File: config.mk
export PLATFORM = sky130hd
export DESIGN_NAME = pxb_pins
export DESIGN_NICKNAME = d
export VERILOG_FILES = /design/src/shared/pxb_pkg.sv /design/src/hw/pxb_pins.sv
export VERILOG_INCLUDE_DIRS = /design/src /design/src/shared
export SDC_FILE = /design/constraint.sdc
export NUM_CORES = 1
export LEC_CHECK = 0
export BUFFER_PORTS_ARGS = -buffer_cell sky130_fd_sc_hd__buf_2
export CORE_MARGIN = 2
export CORE_UTILIZATION = 43
export CTS_CLUSTER_DIAMETER = 30
export DETAILED_ROUTE_END_ITERATION = 8
export PLACE_DENSITY_LB_ADDON = 0.12
export SLEW_MARGIN = 10
export SYNTH_ARGS = -nofsm -noshare
export SYNTH_HDL_FRONTEND = slang
export SYNTH_SLANG_ARGS = --single-unit
File: constraint.sdc
create_clock -name CORE_CLK_I -period 1.5 [get_ports CORE_CLK_I]
set_input_delay 0.075 -clock CORE_CLK_I [delete_from_list [all_inputs] [get_ports CORE_CLK_I]]
set_output_delay 0.075 -clock CORE_CLK_I [all_outputs]
set_load 0.005 [all_outputs]
File: src/shared/pxb_defs.svh
// Constants for the port and external bus pin block
`ifndef PXB_DEFS_SVH
`define PXB_DEFS_SVH
`define PXB_PORT_RST 8'hFF
`define PXB_STRONG_NS 10
`define PXB_STRONG_CYC ((`PXB_STRONG_NS + 4) / 5)
`define PXB_T2_BIT 0
`define PXB_TIMER2_CAPTURE_RELOAD_TRIGGER_BIT 1
`endif

File: src/shared/pxb_pkg.sv
// Types for the port and external bus pin block
package pxb_pkg;
  // Bus cycle phases, one-hot
  typedef enum logic [4:0] {
    PXB_IDLE = 5'h01,
    PXB_ADDR = 5'h02,
    PXB_TURN = 5'h04,
    PXB_DATA = 5'h08,
    PXB_DONE = 5'h10
  } pxb_state_t;
  // One external access request from the core
  typedef struct packed {
    logic valid;
    logic is_data;
    logic is_write;
    logic use_ptr8;
    logic [15:0] addr;
    logic [7:0] wdata;
  } pxb_req_t;
endpackage

File: src/hw/pxb_pins.sv
// Pin logic for ports zero, one, two and the address latch strobe
`timescale 1ns/10ps
`include "pxb_defs.svh"
module pxb_pins (
  input wire logic CORE_CLK_I,
  input wire logic RST_N_I,
  input wire pxb_pkg::pxb_req_t REQ_I,
  output logic BUSY_O,
  output logic DONE_O,
  output logic [7:0] RDATA_O,
  input wire logic P1_WR_I,
  input wire logic [7:0] P1_WDATA_I,
  input wire logic P2_WR_I,
  input wire logic [7:0] P2_WDATA_I,
  output logic [7:0] P1_LATCH_O,
  output logic [7:0] P2_LATCH_O,
  output logic [7:0] PORT_ONE_PINS_RD_O,
  output logic TIMER2_EXT_IO_O,
  output logic TIMER2_CAPTURE_RELOAD_TRIGGER_O,
  output logic EXT_IRQ_TWO_RISING_O,
  output logic EXT_IRQ_THREE_FALLING_O,
  output logic EXT_IRQ_FOUR_RISING_O,
  output logic EXT_IRQ_FIVE_FALLING_O,
  output logic ADDR_LATCH_STROBE_O,
  output logic PROGRAM_FETCH_STROBE_N_O,
  output logic DATA_WR_STROBE_N_O,
  output logic DATA_RD_STROBE_N_O,
  input wire logic [7:0] PORT_ZERO_I,
  output logic [7:0] PORT_ZERO_O,
  output logic [7:0] PORT_ZERO_OE_N_O,
  output logic [7:0] PORT_TWO_O,
  input wire logic [7:0] PORT_ONE_PINS_I,
  output logic [7:0] PORT_ONE_PD_OE_N_O,
  output logic [7:0] PORT_ONE_STRONG_UP_OE_N_O
);
  // ----------------------------------------------------------------
  // Bus cycle sequencer
  // ----------------------------------------------------------------
  pxb_pkg::pxb_state_t st_r, st_nxt; // Phase of access
  pxb_pkg::pxb_req_t req_r, req_nxt; // Captured request
  logic [7:0] p0o_r, p0o_nxt; // Port zero drive value
  logic [7:0] p0oe_r, p0oe_nxt; // Port zero enables, low drives
  logic [7:0] p2_r, p2_nxt; // Port two pins
  logic [7:0] rd_r, rd_nxt; // Read data
  logic ale_r, ale_nxt; // Latch strobe
  logic program_fetch_strobe_n_r, program_fetch_strobe_n_nxt; // Fetch strobe, low active
  logic wr_r, wr_nxt; // Write strobe, low active
  logic rdn_r, rdn_nxt; // Read strobe, low active
  logic done_r, done_nxt; // Completion pulse
  logic [7:0] p2l_r, p2l_nxt; // Port two software latch

  // Next-state for bus sequencing
  always_comb begin
    st_nxt = st_r;
    req_nxt = req_r;
    p0o_nxt = p0o_r;
    p0oe_nxt = p0oe_r;
    p2_nxt = p2_r;
    rd_nxt = rd_r;
    ale_nxt = ale_r;
    program_fetch_strobe_n_nxt = program_fetch_strobe_n_r;
    wr_nxt = wr_r;
    rdn_nxt = rdn_r;
    done_nxt = 1'b0;
    p2l_nxt = P2_WR_I ? P2_WDATA_I : p2l_r;
    unique case (st_r)
      pxb_pkg::PXB_IDLE: begin
        if (REQ_I.valid) begin
          req_nxt = REQ_I;
          st_nxt = pxb_pkg::PXB_ADDR;
          ale_nxt = 1'b1;
          p0o_nxt = REQ_I.addr[7:0];
          p0oe_nxt = 8'h00;
          // Pointer moves use the software latch as high byte
          p2_nxt = (REQ_I.is_data && REQ_I.use_ptr8) ? p2l_r : REQ_I.addr[15:8];
        end
      end
      pxb_pkg::PXB_ADDR: begin
        ale_nxt = 1'b0;
        st_nxt = pxb_pkg::PXB_TURN;
        if (req_r.is_data && req_r.is_write) begin
          p0o_nxt = req_r.wdata;
          wr_nxt = 1'b0;
        end else begin
          p0oe_nxt = 8'hFF;
          if (req_r.is_data) begin
            rdn_nxt = 1'b0;
          end else begin
            program_fetch_strobe_n_nxt = 1'b0;
          end
        end
      end
      pxb_pkg::PXB_TURN: begin
        // Bus released two full cycles before sampling
        st_nxt = pxb_pkg::PXB_DATA;
      end
      pxb_pkg::PXB_DATA: begin
        if (!(req_r.is_data && req_r.is_write)) begin
          rd_nxt = PORT_ZERO_I;
        end
        program_fetch_strobe_n_nxt = 1'b1;
        wr_nxt = 1'b1;
        rdn_nxt = 1'b1;
        st_nxt = pxb_pkg::PXB_DONE;
      end
      pxb_pkg::PXB_DONE: begin
        // Park: port zero floats high, ready for next
        p0oe_nxt = 8'hFF;
        p0o_nxt = 8'hFF;
        ale_nxt = 1'b1;
        done_nxt = 1'b1;
        st_nxt = pxb_pkg::PXB_IDLE;
      end
      default: begin
        st_nxt = pxb_pkg::PXB_IDLE;
      end
    endcase
  end

  // Register bus state
  always_ff @(posedge CORE_CLK_I) begin
    if (!RST_N_I) begin
      st_r <= pxb_pkg::PXB_IDLE;
      req_r <= '0;
      p0o_r <= `PXB_PORT_RST;
      p0oe_r <= 8'hFF;
      p2_r <= `PXB_PORT_RST;
      rd_r <= 8'h00;
      ale_r <= 1'b1;
      program_fetch_strobe_n_r <= 1'b1;
      wr_r <= 1'b1;
      rdn_r <= 1'b1;
      done_r <= 1'b0;
      p2l_r <= `PXB_PORT_RST;
    end else begin
      st_r <= st_nxt;
      req_r <= req_nxt;
      p0o_r <= p0o_nxt;
      p0oe_r <= p0oe_nxt;
      p2_r <= p2_nxt;
      rd_r <= rd_nxt;
      ale_r <= ale_nxt;
      program_fetch_strobe_n_r <= program_fetch_strobe_n_nxt;
      wr_r <= wr_nxt;
      rdn_r <= rdn_nxt;
      done_r <= done_nxt;
      p2l_r <= p2l_nxt;
    end
  end

  // ----------------------------------------------------------------
  // Port one quasi-bidirectional drivers
  // ----------------------------------------------------------------
  logic [7:0] p1l_r, p1l_nxt; // Port one latch
  logic [7:0] p1in_r, p1in_nxt; // Sampled pin levels
  logic [1:0] sc_r [8]; // Strong pull-up counters
  logic [1:0] sc_nxt [8];

  // Latch, pin sample and transition driver timing
  always_comb begin
    p1l_nxt = P1_WR_I ? P1_WDATA_I : p1l_r;
    p1in_nxt = PORT_ONE_PINS_I;
    for (int i = 0; i < 8; i++) begin
      if (P1_WR_I && P1_WDATA_I[i] && !p1l_r[i]) begin
        sc_nxt[i] = 2'(`PXB_STRONG_CYC);
      end else if (sc_r[i] != 2'h0) begin
        sc_nxt[i] = sc_r[i] - 2'h1;
      end else begin
        sc_nxt[i] = 2'h0;
      end
    end
  end

  // Register port one state
  always_ff @(posedge CORE_CLK_I) begin
    if (!RST_N_I) begin
      p1l_r <= `PXB_PORT_RST;
      p1in_r <= `PXB_PORT_RST;
      for (int i = 0; i < 8; i++) begin
        sc_r[i] <= 2'h0;
      end
    end else begin
      p1l_r <= p1l_nxt;
      p1in_r <= p1in_nxt;
      for (int i = 0; i < 8; i++) begin
        sc_r[i] <= sc_nxt[i];
      end
    end
  end

  // Edge detect on sampled pins; first stage is a plain register
  logic [7:0] p1d_r; // Delayed sample
  always_ff @(posedge CORE_CLK_I) begin
    if (!RST_N_I) begin
      p1d_r <= `PXB_PORT_RST;
    end else begin
      p1d_r <= p1in_r;
    end
  end

  // Output assignments
  always_comb begin
    for (int i = 0; i < 8; i++) begin
      PORT_ONE_STRONG_UP_OE_N_O[i] = (sc_r[i] == 2'h0);
    end
  end
  assign PORT_ONE_PD_OE_N_O = p1l_r;
  assign PORT_ONE_PINS_RD_O = p1in_r;
  assign P1_LATCH_O = p1l_r;
  assign P2_LATCH_O = p2l_r;
  assign TIMER2_EXT_IO_O = p1in_r[`PXB_T2_BIT];
  assign TIMER2_CAPTURE_RELOAD_TRIGGER_O = p1in_r[`PXB_TIMER2_CAPTURE_RELOAD_TRIGGER_BIT];
  assign EXT_IRQ_TWO_RISING_O = p1in_r[4] & ~p1d_r[4];
  assign EXT_IRQ_THREE_FALLING_O = ~p1in_r[5] & p1d_r[5];
  assign EXT_IRQ_FOUR_RISING_O = p1in_r[6] & ~p1d_r[6];
  assign EXT_IRQ_FIVE_FALLING_O = ~p1in_r[7] & p1d_r[7];
  assign ADDR_LATCH_STROBE_O = ale_r;
  assign PROGRAM_FETCH_STROBE_N_O = program_fetch_strobe_n_r;
  assign DATA_WR_STROBE_N_O = wr_r;
  assign DATA_RD_STROBE_N_O = rdn_r;
  assign PORT_ZERO_O = p0o_r;
  assign PORT_ZERO_OE_N_O = p0oe_r;
  assign PORT_TWO_O = p2_r;
  assign RDATA_O = rd_r;
  assign DONE_O = done_r;
  assign BUSY_O = (st_r != pxb_pkg::PXB_IDLE);

  // ----------------------------------------------------------------
  // Checks
  // ----------------------------------------------------------------
  property p_ale_rst;
    @(posedge CORE_CLK_I) !RST_N_I |=> ADDR_LATCH_STROBE_O && PORT_ZERO_OE_N_O == 8'hFF && PROGRAM_FETCH_STROBE_N_O;
  endproperty
  a_ale_rst: assert property (p_ale_rst) else $error("reset levels wrong");
  property p_addr_out;
    @(posedge CORE_CLK_I) disable iff (!RST_N_I)
      (st_r == pxb_pkg::PXB_IDLE && REQ_I.valid) |=> ADDR_LATCH_STROBE_O && PORT_ZERO_O == $past(REQ_I.addr[7:0])
      && PORT_ZERO_OE_N_O == 8'h00;
  endproperty
  a_addr_out: assert property (p_addr_out) else $error("address not presented");
  property p_ale_fall;
    @(posedge CORE_CLK_I) disable iff (!RST_N_I) (st_r == pxb_pkg::PXB_ADDR) |=> !ADDR_LATCH_STROBE_O [*3];
  endproperty
  a_ale_fall: assert property (p_ale_fall) else $error("strobe did not fall");
  property p_release;
    @(posedge CORE_CLK_I) disable iff (!RST_N_I)
      (st_r == pxb_pkg::PXB_DATA && !(req_r.is_data && req_r.is_write)) |-> PORT_ZERO_OE_N_O == 8'hFF;
  endproperty
  a_release: assert property (p_release) else $error("bus driven while reading");
  property p_pd;
    @(posedge CORE_CLK_I) disable iff (!RST_N_I) P1_WR_I && !P1_WDATA_I[0] |=> !PORT_ONE_PD_OE_N_O[0];
  endproperty
  a_pd: assert property (p_pd) else $error("pull-down missing");
  property p_strong;
    @(posedge CORE_CLK_I) disable iff (!RST_N_I)
      P1_WR_I && P1_WDATA_I[3] && !P1_LATCH_O[3] |=> !PORT_ONE_STRONG_UP_OE_N_O[3] ##2 PORT_ONE_STRONG_UP_OE_N_O[3];
  endproperty
  a_strong: assert property (p_strong) else $error("transition driver timing");
  property p_irq;
    @(posedge CORE_CLK_I) disable iff (!RST_N_I) $rose(p1in_r[4]) |-> EXT_IRQ_TWO_RISING_O;
  endproperty
  a_irq: assert property (p_irq) else $error("rising edge missed");
  property p_ptr;
    @(posedge CORE_CLK_I) disable iff (!RST_N_I)
      (st_r == pxb_pkg::PXB_IDLE && REQ_I.valid && REQ_I.is_data && REQ_I.use_ptr8) |=> PORT_TWO_O == $past(p2l_r);
  endproperty
  a_ptr: assert property (p_ptr) else $error("latch not used as high byte");
  property p_program_fetch_strobe_n;
    @(posedge CORE_CLK_I) disable iff (!RST_N_I) req_r.is_data && BUSY_O |-> PROGRAM_FETCH_STROBE_N_O;
  endproperty
  a_program_fetch_strobe_n: assert property (p_program_fetch_strobe_n) else $error("fetch strobe during data");
endmodule

## Word level (Yosys, flattened, before mapping)

Memory sizes are Yosys's and may differ from the RTL's.
Index checks and enable logic that the tools add are counted.

- Bits in registers: 84
- RAM bits: 16
- Bits of input ports: 64
- Output and inout bits: 84
- Logic and storage cells: 152
- Memories kept: 1

Memories:

| name | words | bits a word | read ports | clocked after memory_dff | write ports | line | RTL |
|---|---|---|---|---|---|---|---|
| sc_r | 8 | 2 | 8 | 0 | 8 | pxb_pins.sv:156 | `logic [1:0] sc_r [8];` |

- $add $sub $neg: 8
- Eq/ne operators: 11
- Mux-type cells: 46
- Bitwise operators: 17
- Reduce and logical (&&, ||, !) cells: 52

Operators by type and width:

| operator | number |
|---|---|
| $mux 2 | 24 |
| $pmux 8 s3 | 2 |
| $mux 8 | 5 |
| $pmux 5 s4 | 1 |
| $logic_and 1x1->1 | 18 |
| $reduce_bool 2->1 | 9 |
| $logic_not 2->1 | 8 |
| $sub 2x1->2 const B | 8 |
| $reduce_and 3->1 | 4 |
| $ne 2x2->1 const B | 5 |
| $mux 1 | 9 |
| $logic_not 1->1 | 8 |
| $or 1x1->1 | 8 |
| $reduce_and 2->1 | 4 |
| $pmux 1 s2 | 3 |
| $eq 5x1->1 const B | 1 |
| $eq 5x2->1 const B | 1 |
| $eq 5x3->1 const B | 1 |
| $eq 5x4->1 const B | 1 |
| $eq 5x5->1 const B | 1 |
| $mux 5 | 1 |
| $ne 5x1->1 const B | 1 |
| $not 1->1 | 5 |
| $and 1x1->1 | 4 |
| 2 further kinds | 2 |

## Longest topological paths before layout

Gate-level depths: netlist (run 1).

- Depth in word-level cells: 4
- Depth in mapped cells: 7
- Gate-level depth less buffers: 4

## Least setup slack after synthesis (run 1)

No wires, ideal clock.

- Path kind: reg2reg
- From: register st_r[3]
- To: register p0o_r[3] (netlist: PORT_ZERO_O[3])
- Library setup time: 0.140 ns
- Arrival: 1.380 ns
- Required time: 1.360 ns
- Setup slack: -0.020 ns
- Stages on the path, launching flop included: 7
- Buffers on the path: 2
- Clock period less this slack: 1.520 ns
- Path through: dfxtp_1 -> nor3_2 -> clkbuf_1 -> nand2_2 -> buf_2 -> a211oi_1 -> o211ai_1

- Longest elaborated chain between the ends: 3
- Elaborated cells between the ends (all ways): 8
- Classes of those cells: eq/ne (5); mux (1); reduce/logical (2)

Ends and longest elaborated chain:

| element | line | RTL |
|---|---|---|
| start, declared | pxb_pins.sv:39 | `pxb_pkg::pxb_state_t st_r, st_nxt;` |
| start signal, assigned | pxb_pins.sv:123 | `st_r <= pxb_pkg::PXB_IDLE;` |
| start signal, assigned | pxb_pins.sv:136 | `st_r <= st_nxt;` |
| $eq 5x2->1 (tied with other cells) | pxb_pins.sv:66 | `unique case (st_r)` |
| $ne 2x2->1 (no source line) / $reduce_bool 3->1 (equally long branches) | -- |  |
| $reduce_and 3->1 (no source line) | -- |  |
| end signal, assigned | pxb_pins.sv:125 | `` p0o_r <= `PXB_PORT_RST; `` |
| end signal, assigned | pxb_pins.sv:138 | `p0o_r <= p0o_nxt;` |
| end, declared | pxb_pins.sv:41 | `logic [7:0] p0o_r, p0o_nxt;` |

Several ways; a longest one is shown, not always the timed one.
A chain may end at the register's enable or synchronous reset.

## Worst setup path in the final report (run 1)

- From: register st_r[3]
- To: register st_r[0]

- Longest elaborated chain between the ends: 2
- Elaborated cells between the ends (all ways): 6
- Classes of those cells: eq/ne (5); mux (1)

Ends and longest elaborated chain:

| element | line |
|---|---|
| $eq 5x4->1 (tied with other cells) | pxb_pins.sv:66 |
| $pmux 5 s4 / $ne 2x2->1 (equally long branches) | -- |

Several ways; a longest one is shown, not always the timed one.

==> flow_metrics.py, run 1 <==
metrics = {
    "critical_path": {
        "required_ns": 1.73,
        "critPathMaxFanout": 4,
        "end_kind": "register",
        "worstSetupPathType": "register to register",
        "start_kind": "register",
        "reg2reg_depth": 5,
        "critical_path_arrival_ns": 1.63,
    },
    "timing": {
        "fin_skew_ns": 0.01033,
        "worst_slack_ns": 0.09180,
        "hold_viol": 0,
        "slew_headroom_pct": 76.00,
        "max_freq_mhz": 710.1,
        "worst_slew_pin_slew_ns": 0.3601,
        "rsz0062_at_grt": "yes",
        "drv_slew": 0,
        "fin_tns_setup_ns": 0,
        "timing.final.crit_share_pct": 93.88,
        "layout_min_cycle_time_ns": 1.408,
        "setup-violations-final": 0,
    },
    "clock_tree": {
        "cts_sinks": 89,
        "cts_made_buffers": 9,
        "cts_tree": "yes",
        "cts.htree.levels": 3,
        "cts-root-buf": "clkbuf_8",
        "clockBufferDepth": 2,
        "postCtsSetupRepairBufs": 0,
        "clk_pin_slew_ns": 0.09,
        "clk_latency_ns": 0.35,
    },
    "power": {
        "power_switching_mw": 1.277,
        "p_sw_share_pct": 24.88,
        "seqPwrFrac_pct": 50.2,
        "clock_power_share_pct": 34.7,
        "comb_power_share_pct": 15.1,
        "power.density_mw_per_mm2": 1033,
        "vdd.ir_drop.worst_v": 0.0005466,
        "p_int_mw": 3.855,
        "p_leak_nw": 2.259,
    },
    "floorplan": {
        "ios": 148,
        "core_area_sq_mm": 0.008093,
        "die_area_sq_mm": 0.008967,
        "start_util_pct": 43.71,
        "num_rows": 33,
        "die_x_um": 94.70,
        "die_h_um": 94.70,
    },
    "placed_design": {
        "place_area_sq_mm": 0.004323,
        "port_buffers": 147,
        "gp_congestion": 0.7374,
        "pre_cts_ws_ns": -0.03412,
        "dp_hpwl_mm": 5.748,
    },
    "grt": {
        "overflow": 0,
        "grt_use_total_pct": 19.63,
        "grt_max_degree": 42,
        "grt_pass1_wl_mm": 13.94,
        "antenna_found_initial": 0,
        "grt_pass1_vias": 3018,
    },
    "route": {
        "detail-route-antenna-nets": 0,
        "drt-initial-drc-count": 131,
        "route.vias.total": 3182,
        "wl_per_cell_um": 13.02,
        "wl_mm": 8.577,
        "via_per_inst": 4.829,
        "first_pass_iters": 5,
        "drc": 0,
    },
    "logic_synthesis": {
        "synthMuxAreaShare_pct": 6.509,
        "synthXorXnorAreaFrac_pct": 0.2476,
        "syn_nets": 439,
        "synth.distinct_cells": 37,
        "synth_adder_area_share_pct": 0,
        "yosysTopAreaCellShare_pct": 50.37,
        "synth_area_leaders": "dfxtp_1 (50%), mux2i_1 (6.5%), nand2_1 (5.9%), a21boi_0 (3.6%), buf_4 (3.6%)",
        "ys_ff_latch": 89,
        "yosysTopAreaCell": "dfxtp_1",
        "synth-compound-area-share_pct": 13.80,
        "synth-simple-area-share_pct": 22.67,
        "netlist_area_sq_mm": 0.003537,
        "syn-mean-instance-area_sq_um": 9.432,
        "synth_top_family_by_area": "simple AND/OR/NAND/NOR gates",
        "syn_inst": 375,
        "ys_warn_count": 0,
        "ys_seq_area_share_pct": 50.37,
    },
    "job": {
        "max_cap_viol_count": 0,
    },
    "finish": {
        "multi_input_area_sq_mm": 0.001548,
        "diodes": 0,
        "nets": 613,
        "final_cell_mix": "buf_2 (147), dfxtp_1 (85), nand2_1 (56)",
        "n_fill_cell": 737,
        "seq_area_sq_mm": 0.001787,
        "final_common_cell": "buf_2",
        "layout-drive-gt1-share_pct": 35.02,
        "area_growth_pct": 40.40,
        "final_cell_area_sq_mm": 0.004966,
    },
    "min_path": {
        "hold_path_class": "input pin to register",
        "min_path_cells": 2,
    },
    "status": {
        "status": "complete, no violations",
    },
}
==> state kept, by name, indices dropped and copies added, names as in the netlist, 5 cells and up <==
register and flops:
RDATA_O 8, PORT_ZERO_O 8, P2_LATCH_O 8, PORT_TWO_O 8, req_r 10, PORT_ONE_PINS_RD_O 8
P1_LATCH_O 8, st_r 5, sc_r 16
==> layer usage <==
layer,vias up,part of all wire [%],track usage [%]
met5,-,0,0
met4,0,0.97,7.609
met3,6,6.4,4.709
met2,101,48,32.39
met1,1446,45,24.79
li1,1629,-,-
==> power by group through the flow <==
stage	registers (mW)	logic, mW	clock network [mW]
after floorplan	2.63	0.393	0
after global placement	2.62	0.676	0
after detailed placement	2.63	0.687	0
after CTS	2.58	0.770	1.84
after global routing	2.60	0.872	1.94
final	2.58	0.776	1.78
==> area by class of cell <==
class                      count  area share (%)
clock buffer                   9           2.494
multi-input combinational    246           31.17
sequential                    89           35.98
tap                          105           2.646
clock inverter                 7           1.915
timing repair buffer         203           25.80
==> cell families after synthesis <==
logic type             count (synthesis)
AO/OA/AOI/OAI                         71
XOR/XNOR                               1
buffers and inverters                 40
flip-flops                            89
multiplexers                          23
AND/OR/NAND/NOR                      151
==> critical path, stage by stage, from the launching register on <==
cell and delay [ns]:
dfxtp_2 0.37, buf_4 0.12, nor2b_1 0.26, buf_4 0.17
a2bb2oi_1 0.05, or3_1 0.31
==> through the flow <==
stage	total power, mW	utilization, %	cells	hold WS (ns)
after floorplan	3.022	-	375	0.1765
after global placement	3.300	53.42	603	0.2598
after detailed placement	3.317	53.42	603	0.2606
after CTS	5.189	61.19	659	0.01336
after global routing	5.408	61.36	659	0.01919
final	5.132	61.36	659	0.02649
==> path summary, 6_finish.rpt <==
path | from | end | slack (ns)
worst max-delay path | st_r[3]$_SDFFE_PN0P_ | st_r[0]$_SDFFE_PN1P_ | 0.09
worst min-delay path | RST_N_I | p1d_r[4]$_SDFF_PN1_ | 0.03
worst max register to register | st_r[3]$_SDFFE_PN0P_ | st_r[0]$_SDFFE_PN1P_ | 0.09
worst min register to register | sc_r[0][0]$_SDFF_PP0_ | sc_r[0][0]$_SDFF_PP0_ | 0.45
==> Yosys cell counts, drive strengths merged <==
library cell  instances
a21oi                10
nand2b               14
a2bb2oi               1
nand3b                9
and3                 10
xor2                  1
o311ai                8
o31ai                 1
a211oi                8
a31o                  1
buf                  24
and3b                 1
o21ai                15
nor3                  4
nor2b                16
dfxtp                89
or2                   2
nor2                 21
mux2i                23
o211ai                8
and2                  3
or3                   1
nand2                58
nand3                 5
and4b                 7
a21boi               17
clkbuf               16
a22oi                 1
a21o                  1
==> timing repair <==
| action | 4_1_cts | 5_1_grt |
|---|---|---|
| hold endpoints to repair | 40 | 0 |
| resized for setup | 3 | 10 |
| endpoints found under the setup margin | 12 | 22 |
| hold buffers | 40 | 0 |
| cloned | 0 | 0 |
| pin swaps | 1 | 1 |
No activity file was read; power rests on OpenSTA's default activity.
==> run 2: changes to the inputs <==
--- a/config.mk
+++ b/config.mk
@@ -8,7 +8,8 @@
 export LEC_CHECK = 0
 export BUFFER_PORTS_ARGS = -buffer_cell sky130_fd_sc_hd__buf_2
 export CORE_MARGIN = 2
-export CORE_UTILIZATION = 43
+export CORE_UTILIZATION = 45
+export CTS_BUF_LIST = sky130_fd_sc_hd__clkbuf_2 sky130_fd_sc_hd__clkbuf_4 sky130_fd_sc_hd__clkbuf_8
 export CTS_CLUSTER_DIAMETER = 30
 export DETAILED_ROUTE_END_ITERATION = 8
 export PLACE_DENSITY_LB_ADDON = 0.12
==> flow_metrics.py, run 2 (synthesized netlist as in run 1, its figures left out) <==
metrics = {
    "clock_tree": {
        "clk_latency_ns": 0.35,
        "cts_tree": "yes",
        "cts_made_buffers": 9,
        "cts_sinks": 89,
        "postCtsSetupRepairBufs": 0,
        "clockBufferDepth": 2,
        "cts.htree.levels": 3,
        "cts-root-buf": "clkbuf_8",
        "clk_pin_slew_ns": 0.08,
    },
    "finish": {
        "layout-drive-gt1-share_pct": 34.84,
        "nets": 613,
        "final_common_cell": "buf_2",
        "area_growth_pct": 40.64,
        "largest_register_ffs": 16,
        "top_regs": "sc_r: 16 flops, req_r: 10 flops",
        "final_cell_area_sq_mm": 0.004975,
        "top_register": "sc_r",
        "diodes": 0,
        "fin_util_pct": 64.71,
        "final_cell_mix": "buf_2 (147), dfxtp_1 (85), nand2_1 (56)",
    },
    "power": {
        "p_leak_nw": 2.248,
        "power.density_mw_per_mm2": 1019,
        "vdd.ir_drop.worst_v": 0.0005146,
    },
    "critical_path": {
        "crit_path_max_incr_delay_ns": 0.38,
        "cp_top_family": "simple AND/OR/NAND/NOR gates",
        "start_kind": "register",
        "end_kind": "register",
        "required_ns": 1.73,
        "worstSetupPathType": "register to register",
        "critPathBufInv": 1,
        "critical_path_arrival_ns": 1.64,
        "critPathMaxFanout": 26,
        "path_cells": "nor3_4 -> nand2_2 -> buf_12 -> o311ai_0",
        "slowest_stage": "dfxtp_2",
    },
    "grt": {
        "grt_pass1_wl_mm": 13.77,
        "grt_max_degree": 77,
        "grt_pass1_vias": 3049,
        "overflow": 0,
        "antenna_found_initial": 0,
        "grt_use_total_pct": 19.79,
    },
    "placed_design": {
        "pre_cts_ws_ns": -0.07981,
        "dp_hpwl_mm": 5.472,
        "place_area_sq_mm": 0.004324,
        "gp_congestion": 0.8232,
        "port_buffers": 147,
    },
    "floorplan": {
        "num_rows": 32,
        "die_x_um": 92.66,
        "start_util_pct": 46.01,
        "core_area_sq_mm": 0.007687,
        "die_h_um": 92.66,
        "die_area_sq_mm": 0.008586,
        "ios": 148,
    },
    "timing": {
        "fin_skew_ns": 0.01342,
        "worst_slack_ns": 0.08776,
        "rsz0062_at_grt": "yes",
        "timing.final.crit_share_pct": 94.15,
        "setup-violations-final": 0,
        "worst_slew_pin_slew_ns": 0.3839,
        "max_freq_mhz": 708.1,
        "slew_headroom_pct": 74.41,
        "drv_slew": 0,
        "hold_viol": 0,
        "layout_min_cycle_time_ns": 1.412,
    },
    "route": {
        "wl_mm": 8.305,
        "route.vias.total": 3187,
        "drt-initial-drc-count": 83,
        "detail-route-antenna-nets": 0,
        "wl_per_cell_um": 12.66,
        "first_pass_iters": 4,
        "via_per_inst": 4.858,
        "drc": 0,
    },
    "status": {
        "status": "complete, no violations",
    },
    "min_path": {
        "hold_path_class": "input pin to register",
    },
    "job": {
        "max_cap_viol_count": 0,
    },
}
-- run 2: cell types whose count changed in the layout (fill, tap and decap cells not counted), sizes merged --
cell | previous run | this run
buf | 163 | 162
bufinv | 2 | 1
clkbuf | 9 | 11
clkinv | 4 | 1
clkinvlp | 1 | 2
dlygate4sd3 | 40 | 41
inv | 0 | 1
-- run 2: metrics by stage --
step                      hold slack (ns)  cells  total power [mW]  setup TNS [ns]
after CTS                         0.01836    656             5.126               0
after floorplan                    0.1765    375             3.022               0
after global placement             0.2567    599             3.305      -0.0004030
final                             0.03476    656             5.071               0
after global routing              0.03112    656             5.345               0
after detailed placement           0.2594    599             3.320         -0.4203
-- run 2: area by class of cell --
| class | instances | area [sq um] |
|---|---|---|
| Fill cell | 685 | 2713 |
| Multi-Input combinational cell | 246 | 1550 |
| Timing Repair Buffer | 203 | 1296 |
| Sequential cell | 89 | 1787 |
| Clock inverter | 5 | 62.56 |
| Clock buffer | 11 | 151.4 |
| Tap cell | 102 | 127.6 |
-- run 2: timing repair --
item / 4_1_cts / 5_1_grt
endpoints found under the hold margin: 41 / 0
hold buffers: 41 / 0
pin swaps: 0 / 2
resized for setup: 2 / 9
setup endpoints to repair: 16 / 16
-- run 2: metal layers --
layer  wire (um)  global-route usage, %  up-vias
li1            -                      -     1622
met1        3763                  24.14     1453
met2        3877                  33.27      103
met3         556                  5.370        9
met4         108                  7.721        0
met5           0                      0        -
-- run 2: path summary, 6_finish.rpt --
| check | startpoint | to | slack [ns] | cells after the start |
|---|---|---|---|---|
| max reg2reg | st_r[1]$_SDFFE_PN0P_ | PORT_TWO_O[0]$_SDFFE_PN1P_ | 0.09 | 4 |
| max | st_r[1]$_SDFFE_PN0P_ | PORT_TWO_O[0]$_SDFFE_PN1P_ | 0.09 | 4 |
| min reg2reg | PORT_ONE_PINS_RD_O[7]$_SDFF_PN1_ | p1d_r[7]$_SDFF_PN1_ | 0.46 | 1 |
| min | REQ_I[14] | PORT_ZERO_O[6]$_SDFFE_PN1P_ | 0.03 | 3 |
-- run 2: power by group --
part / switching (mW) / leakage [nW] / internal [mW]
clock network: 0.845 / 0.102 / 0.870
registers: 0.0810 / 0.733 / 2.49
logic: 0.349 / 1.41 / 0.431
-- run 2: worst reg2reg max path, cell delays in order, from the launching register on --
cell and delay [ns]:
dfxtp_2 0.38, nor3_4 0.29, nand2_2 0.10, buf_12 0.17
o311ai_0 0.36
==> run 3: changes to the inputs <==
--- a/config.mk
+++ b/config.mk
@@ -6,6 +6,7 @@
 export SDC_FILE = /design/constraint.sdc
 export NUM_CORES = 1
 export LEC_CHECK = 0
+export ABC_AREA = 1
 export BUFFER_PORTS_ARGS = -buffer_cell sky130_fd_sc_hd__buf_2
 export CORE_MARGIN = 2
 export CORE_UTILIZATION = 45
@@ -13,6 +14,7 @@
 export CTS_CLUSTER_DIAMETER = 30
 export DETAILED_ROUTE_END_ITERATION = 8
 export PLACE_DENSITY_LB_ADDON = 0.12
+export RECOVER_POWER = 100
 export SLEW_MARGIN = 10
 export SYNTH_ARGS = -nofsm -noshare
 export SYNTH_HDL_FRONTEND = slang
==> flow_metrics.py, run 3 <==
metrics = {
    "grt": {
        "grt_use_total_pct": 20.21,
        "use_met2_pct": 35.40,
        "antenna_found_initial": 0,
        "grt_pass1_vias": 3188,
        "busiest_layer": "met2",
        "groute.layer.met1.usage_pct": 23.90,
        "grtUsageMet3_pct": 4.394,
        "overflow": 0,
        "grt_pass1_wl_mm": 13.98,
        "grt_max_degree": 38,
    },
    "placed_design": {
        "dp_hpwl_mm": 5.946,
        "port_buffers": 147,
        "place_inst": 654,
        "pre_cts_ws_ns": 0.1160,
        "gp_congestion": 0.7724,
        "place_area_sq_mm": 0.004248,
    },
    "timing": {
        "rsz0062_at_grt": "no",
        "setup-violations-final": 0,
        "hold_viol": 0,
        "fin_skew_ns": 0.007503,
        "slew_headroom_pct": 70.88,
        "layout_min_cycle_time_ns": 1.375,
        "hold_ws_ns": 0.01771,
        "timing.final.crit_share_pct": 91.68,
        "drv_slew": 0,
        "worst_slew_pin_slew_ns": 0.4357,
        "max_freq_mhz": 727.2,
        "fin_tns_setup_ns": 0,
        "worst_slack_ns": 0.1248,
    },
    "clock_tree": {
        "clk_pin_slew_ns": 0.08,
        "clockBufferDepth": 2,
        "clk_latency_ns": 0.35,
        "cts_tree": "yes",
        "cts-root-buf": "clkbuf_8",
        "cts_made_buffers": 9,
        "cts.htree.levels": 3,
        "cts_sinks": 89,
    },
    "route": {
        "route.vias.total": 3386,
        "drt-initial-drc-count": 99,
        "via_per_inst": 4.716,
        "drc": 0,
        "detail-route-antenna-nets": 0,
        "wl_mm": 8.525,
        "first_pass_iters": 4,
        "wl_per_cell_um": 11.87,
    },
    "floorplan": {
        "die_x_um": 92.75,
        "die_area_sq_mm": 0.008603,
        "start_util_pct": 46.11,
        "ios": 148,
        "core_area_sq_mm": 0.007687,
        "die_h_um": 92.75,
        "num_rows": 32,
    },
    "logic_synthesis": {
        "ys_warn_count": 0,
        "yosysMostFrequentCell": "nand2_1",
        "synth_area_leaders": "dfxtp_1 (50%), nand2_1 (11%), nand3_1 (6.9%), buf_4 (3.8%), nor2_1 (3.7%)",
        "syn_nets": 496,
        "yosysTopAreaCellShare_pct": 50.26,
        "netlist_area_sq_mm": 0.003545,
        "yosysTopAreaCell": "dfxtp_1",
        "synth_edf_count": 0,
        "synth.distinct_cells": 29,
        "synth_common_cells": "nand2_1 (105), dfxtp_1 (89), nand3_1 (49)",
        "syn_inst": 432,
        "syn-mean-instance-area_sq_um": 8.205,
        "ys_async_sr_fraction_pct": 0,
        "ys_seq_area_share_pct": 50.26,
        "ys_ff_latch": 89,
        "yosys_most_used_dff": "dfxtp_1",
    },
    "critical_path": {
        "r2r-start": "st_r[2]$_SDFFE_PN0P_",
        "end_kind": "output pin",
        "crit_path_start": "st_r[2]$_SDFFE_PN0P_",
        "required_ns": 1.42,
        "critPathMaxFanout": 7,
        "start_kind": "register",
        "critical_path_arrival_ns": 1.30,
        "reg2reg_depth": 9,
        "worstSetupPathType": "register to output pin",
    },
    "finish": {
        "top_regs": "sc_r: 16 flops, req_r: 10 flops",
        "largest_register_ffs": 16,
        "diodes": 0,
        "layout-drive-gt1-share_pct": 29.22,
        "final_cell_mix": "buf_2 (110), nand2_1 (105), dfxtp_1 (88)",
        "nets": 676,
        "top_register": "sc_r",
        "fin_cells": 718,
        "final_common_cell": "buf_2",
        "area_growth_pct": 36.89,
        "fin_util_pct": 63.12,
        "final_cell_area_sq_mm": 0.004852,
    },
    "power": {
        "power_mw": 5.105,
        "power.density_mw_per_mm2": 1052,
        "vdd.ir_drop.worst_v": 0.0004805,
        "p_leak_nw": 2.228,
    },
    "min_path": {
        "hold_path_class": "input pin to register",
        "min_from": "REQ_I[27]",
        "min_path_cells": 2,
    },
    "status": {
        "status": "complete, no violations",
    },
    "job": {
        "max_cap_viol_count": 0,
    },
}
## run 3: cell types whose count changed after synthesis, sizes merged, moves of 10 or more
cell / before / now
nand3: 5 / 54
inv: 0 / 25
a21boi: 17 / 0
nor2: 21 / 39
a21oi: 10 / 26
mux2i: 23 / 0
nand2: 58 / 112
nor2b: 16 / 0
nand2b: 14 / 0
and3: 10 / 0
nand4: 0 / 11
## run 3: path summary, 6_finish.rpt
path                                      end  slack, ns
min                      st_r[0]$_SDFFE_PN1P_       0.02
min reg2reg               p1d_r[4]$_SDFF_PN1_       0.45
max                                    BUSY_O       0.12
max reg2reg  PORT_ZERO_OE_N_O[6]$_SDFFE_PN1P_       0.13
## run 3: power by group
group / leakage, nW / switching [mW] / internal, mW
sequential: 0.732 / 0.0942 / 2.50
clock: 0.109 / 0.795 / 0.923
combinational: 1.39 / 0.396 / 0.393
## run 3: layout make-up
class | instances | area (sq um)
Clock buffer | 9 | 123.9
Clock inverter | 6 | 83.83
Fill cell | 741 | 2835
Inverter | 25 | 96.34
Multi-Input combinational cell | 282 | 1404
Sequential cell | 89 | 1783
Tap cell | 102 | 127.6
Timing Repair Buffer | 205 | 1234
## run 3: repair_timing
item                                   in CTS  in global routing
setup endpoints to repair                   0                  7
hold buffers                               41                  0
buffers inserted                            0                  8
endpoints found under the hold margin      41                  0
gates resized for setup                     0                  2
## run 3: metal layers
layer	share of wire [%]	routed length [um]
met2	50	4244
met1	43	3704
met5	0	0
met3	5.2	444
met4	1.5	131
## run 3: kinds of logic after synthesis
group | count (synthesis) | share of synthesized area [%]
compound gates | 47 | 8.613
buf+inv | 61 | 9.424
flops | 89 | 50.26
simple gates | 235 | 31.70
## run 3: worst max-delay path, cell delays in order (launching register included)
cell,delay (ns)
dfxtp_1,0.35
nor2_4,0.25
nand3_1,0.19
buf_2,0.17
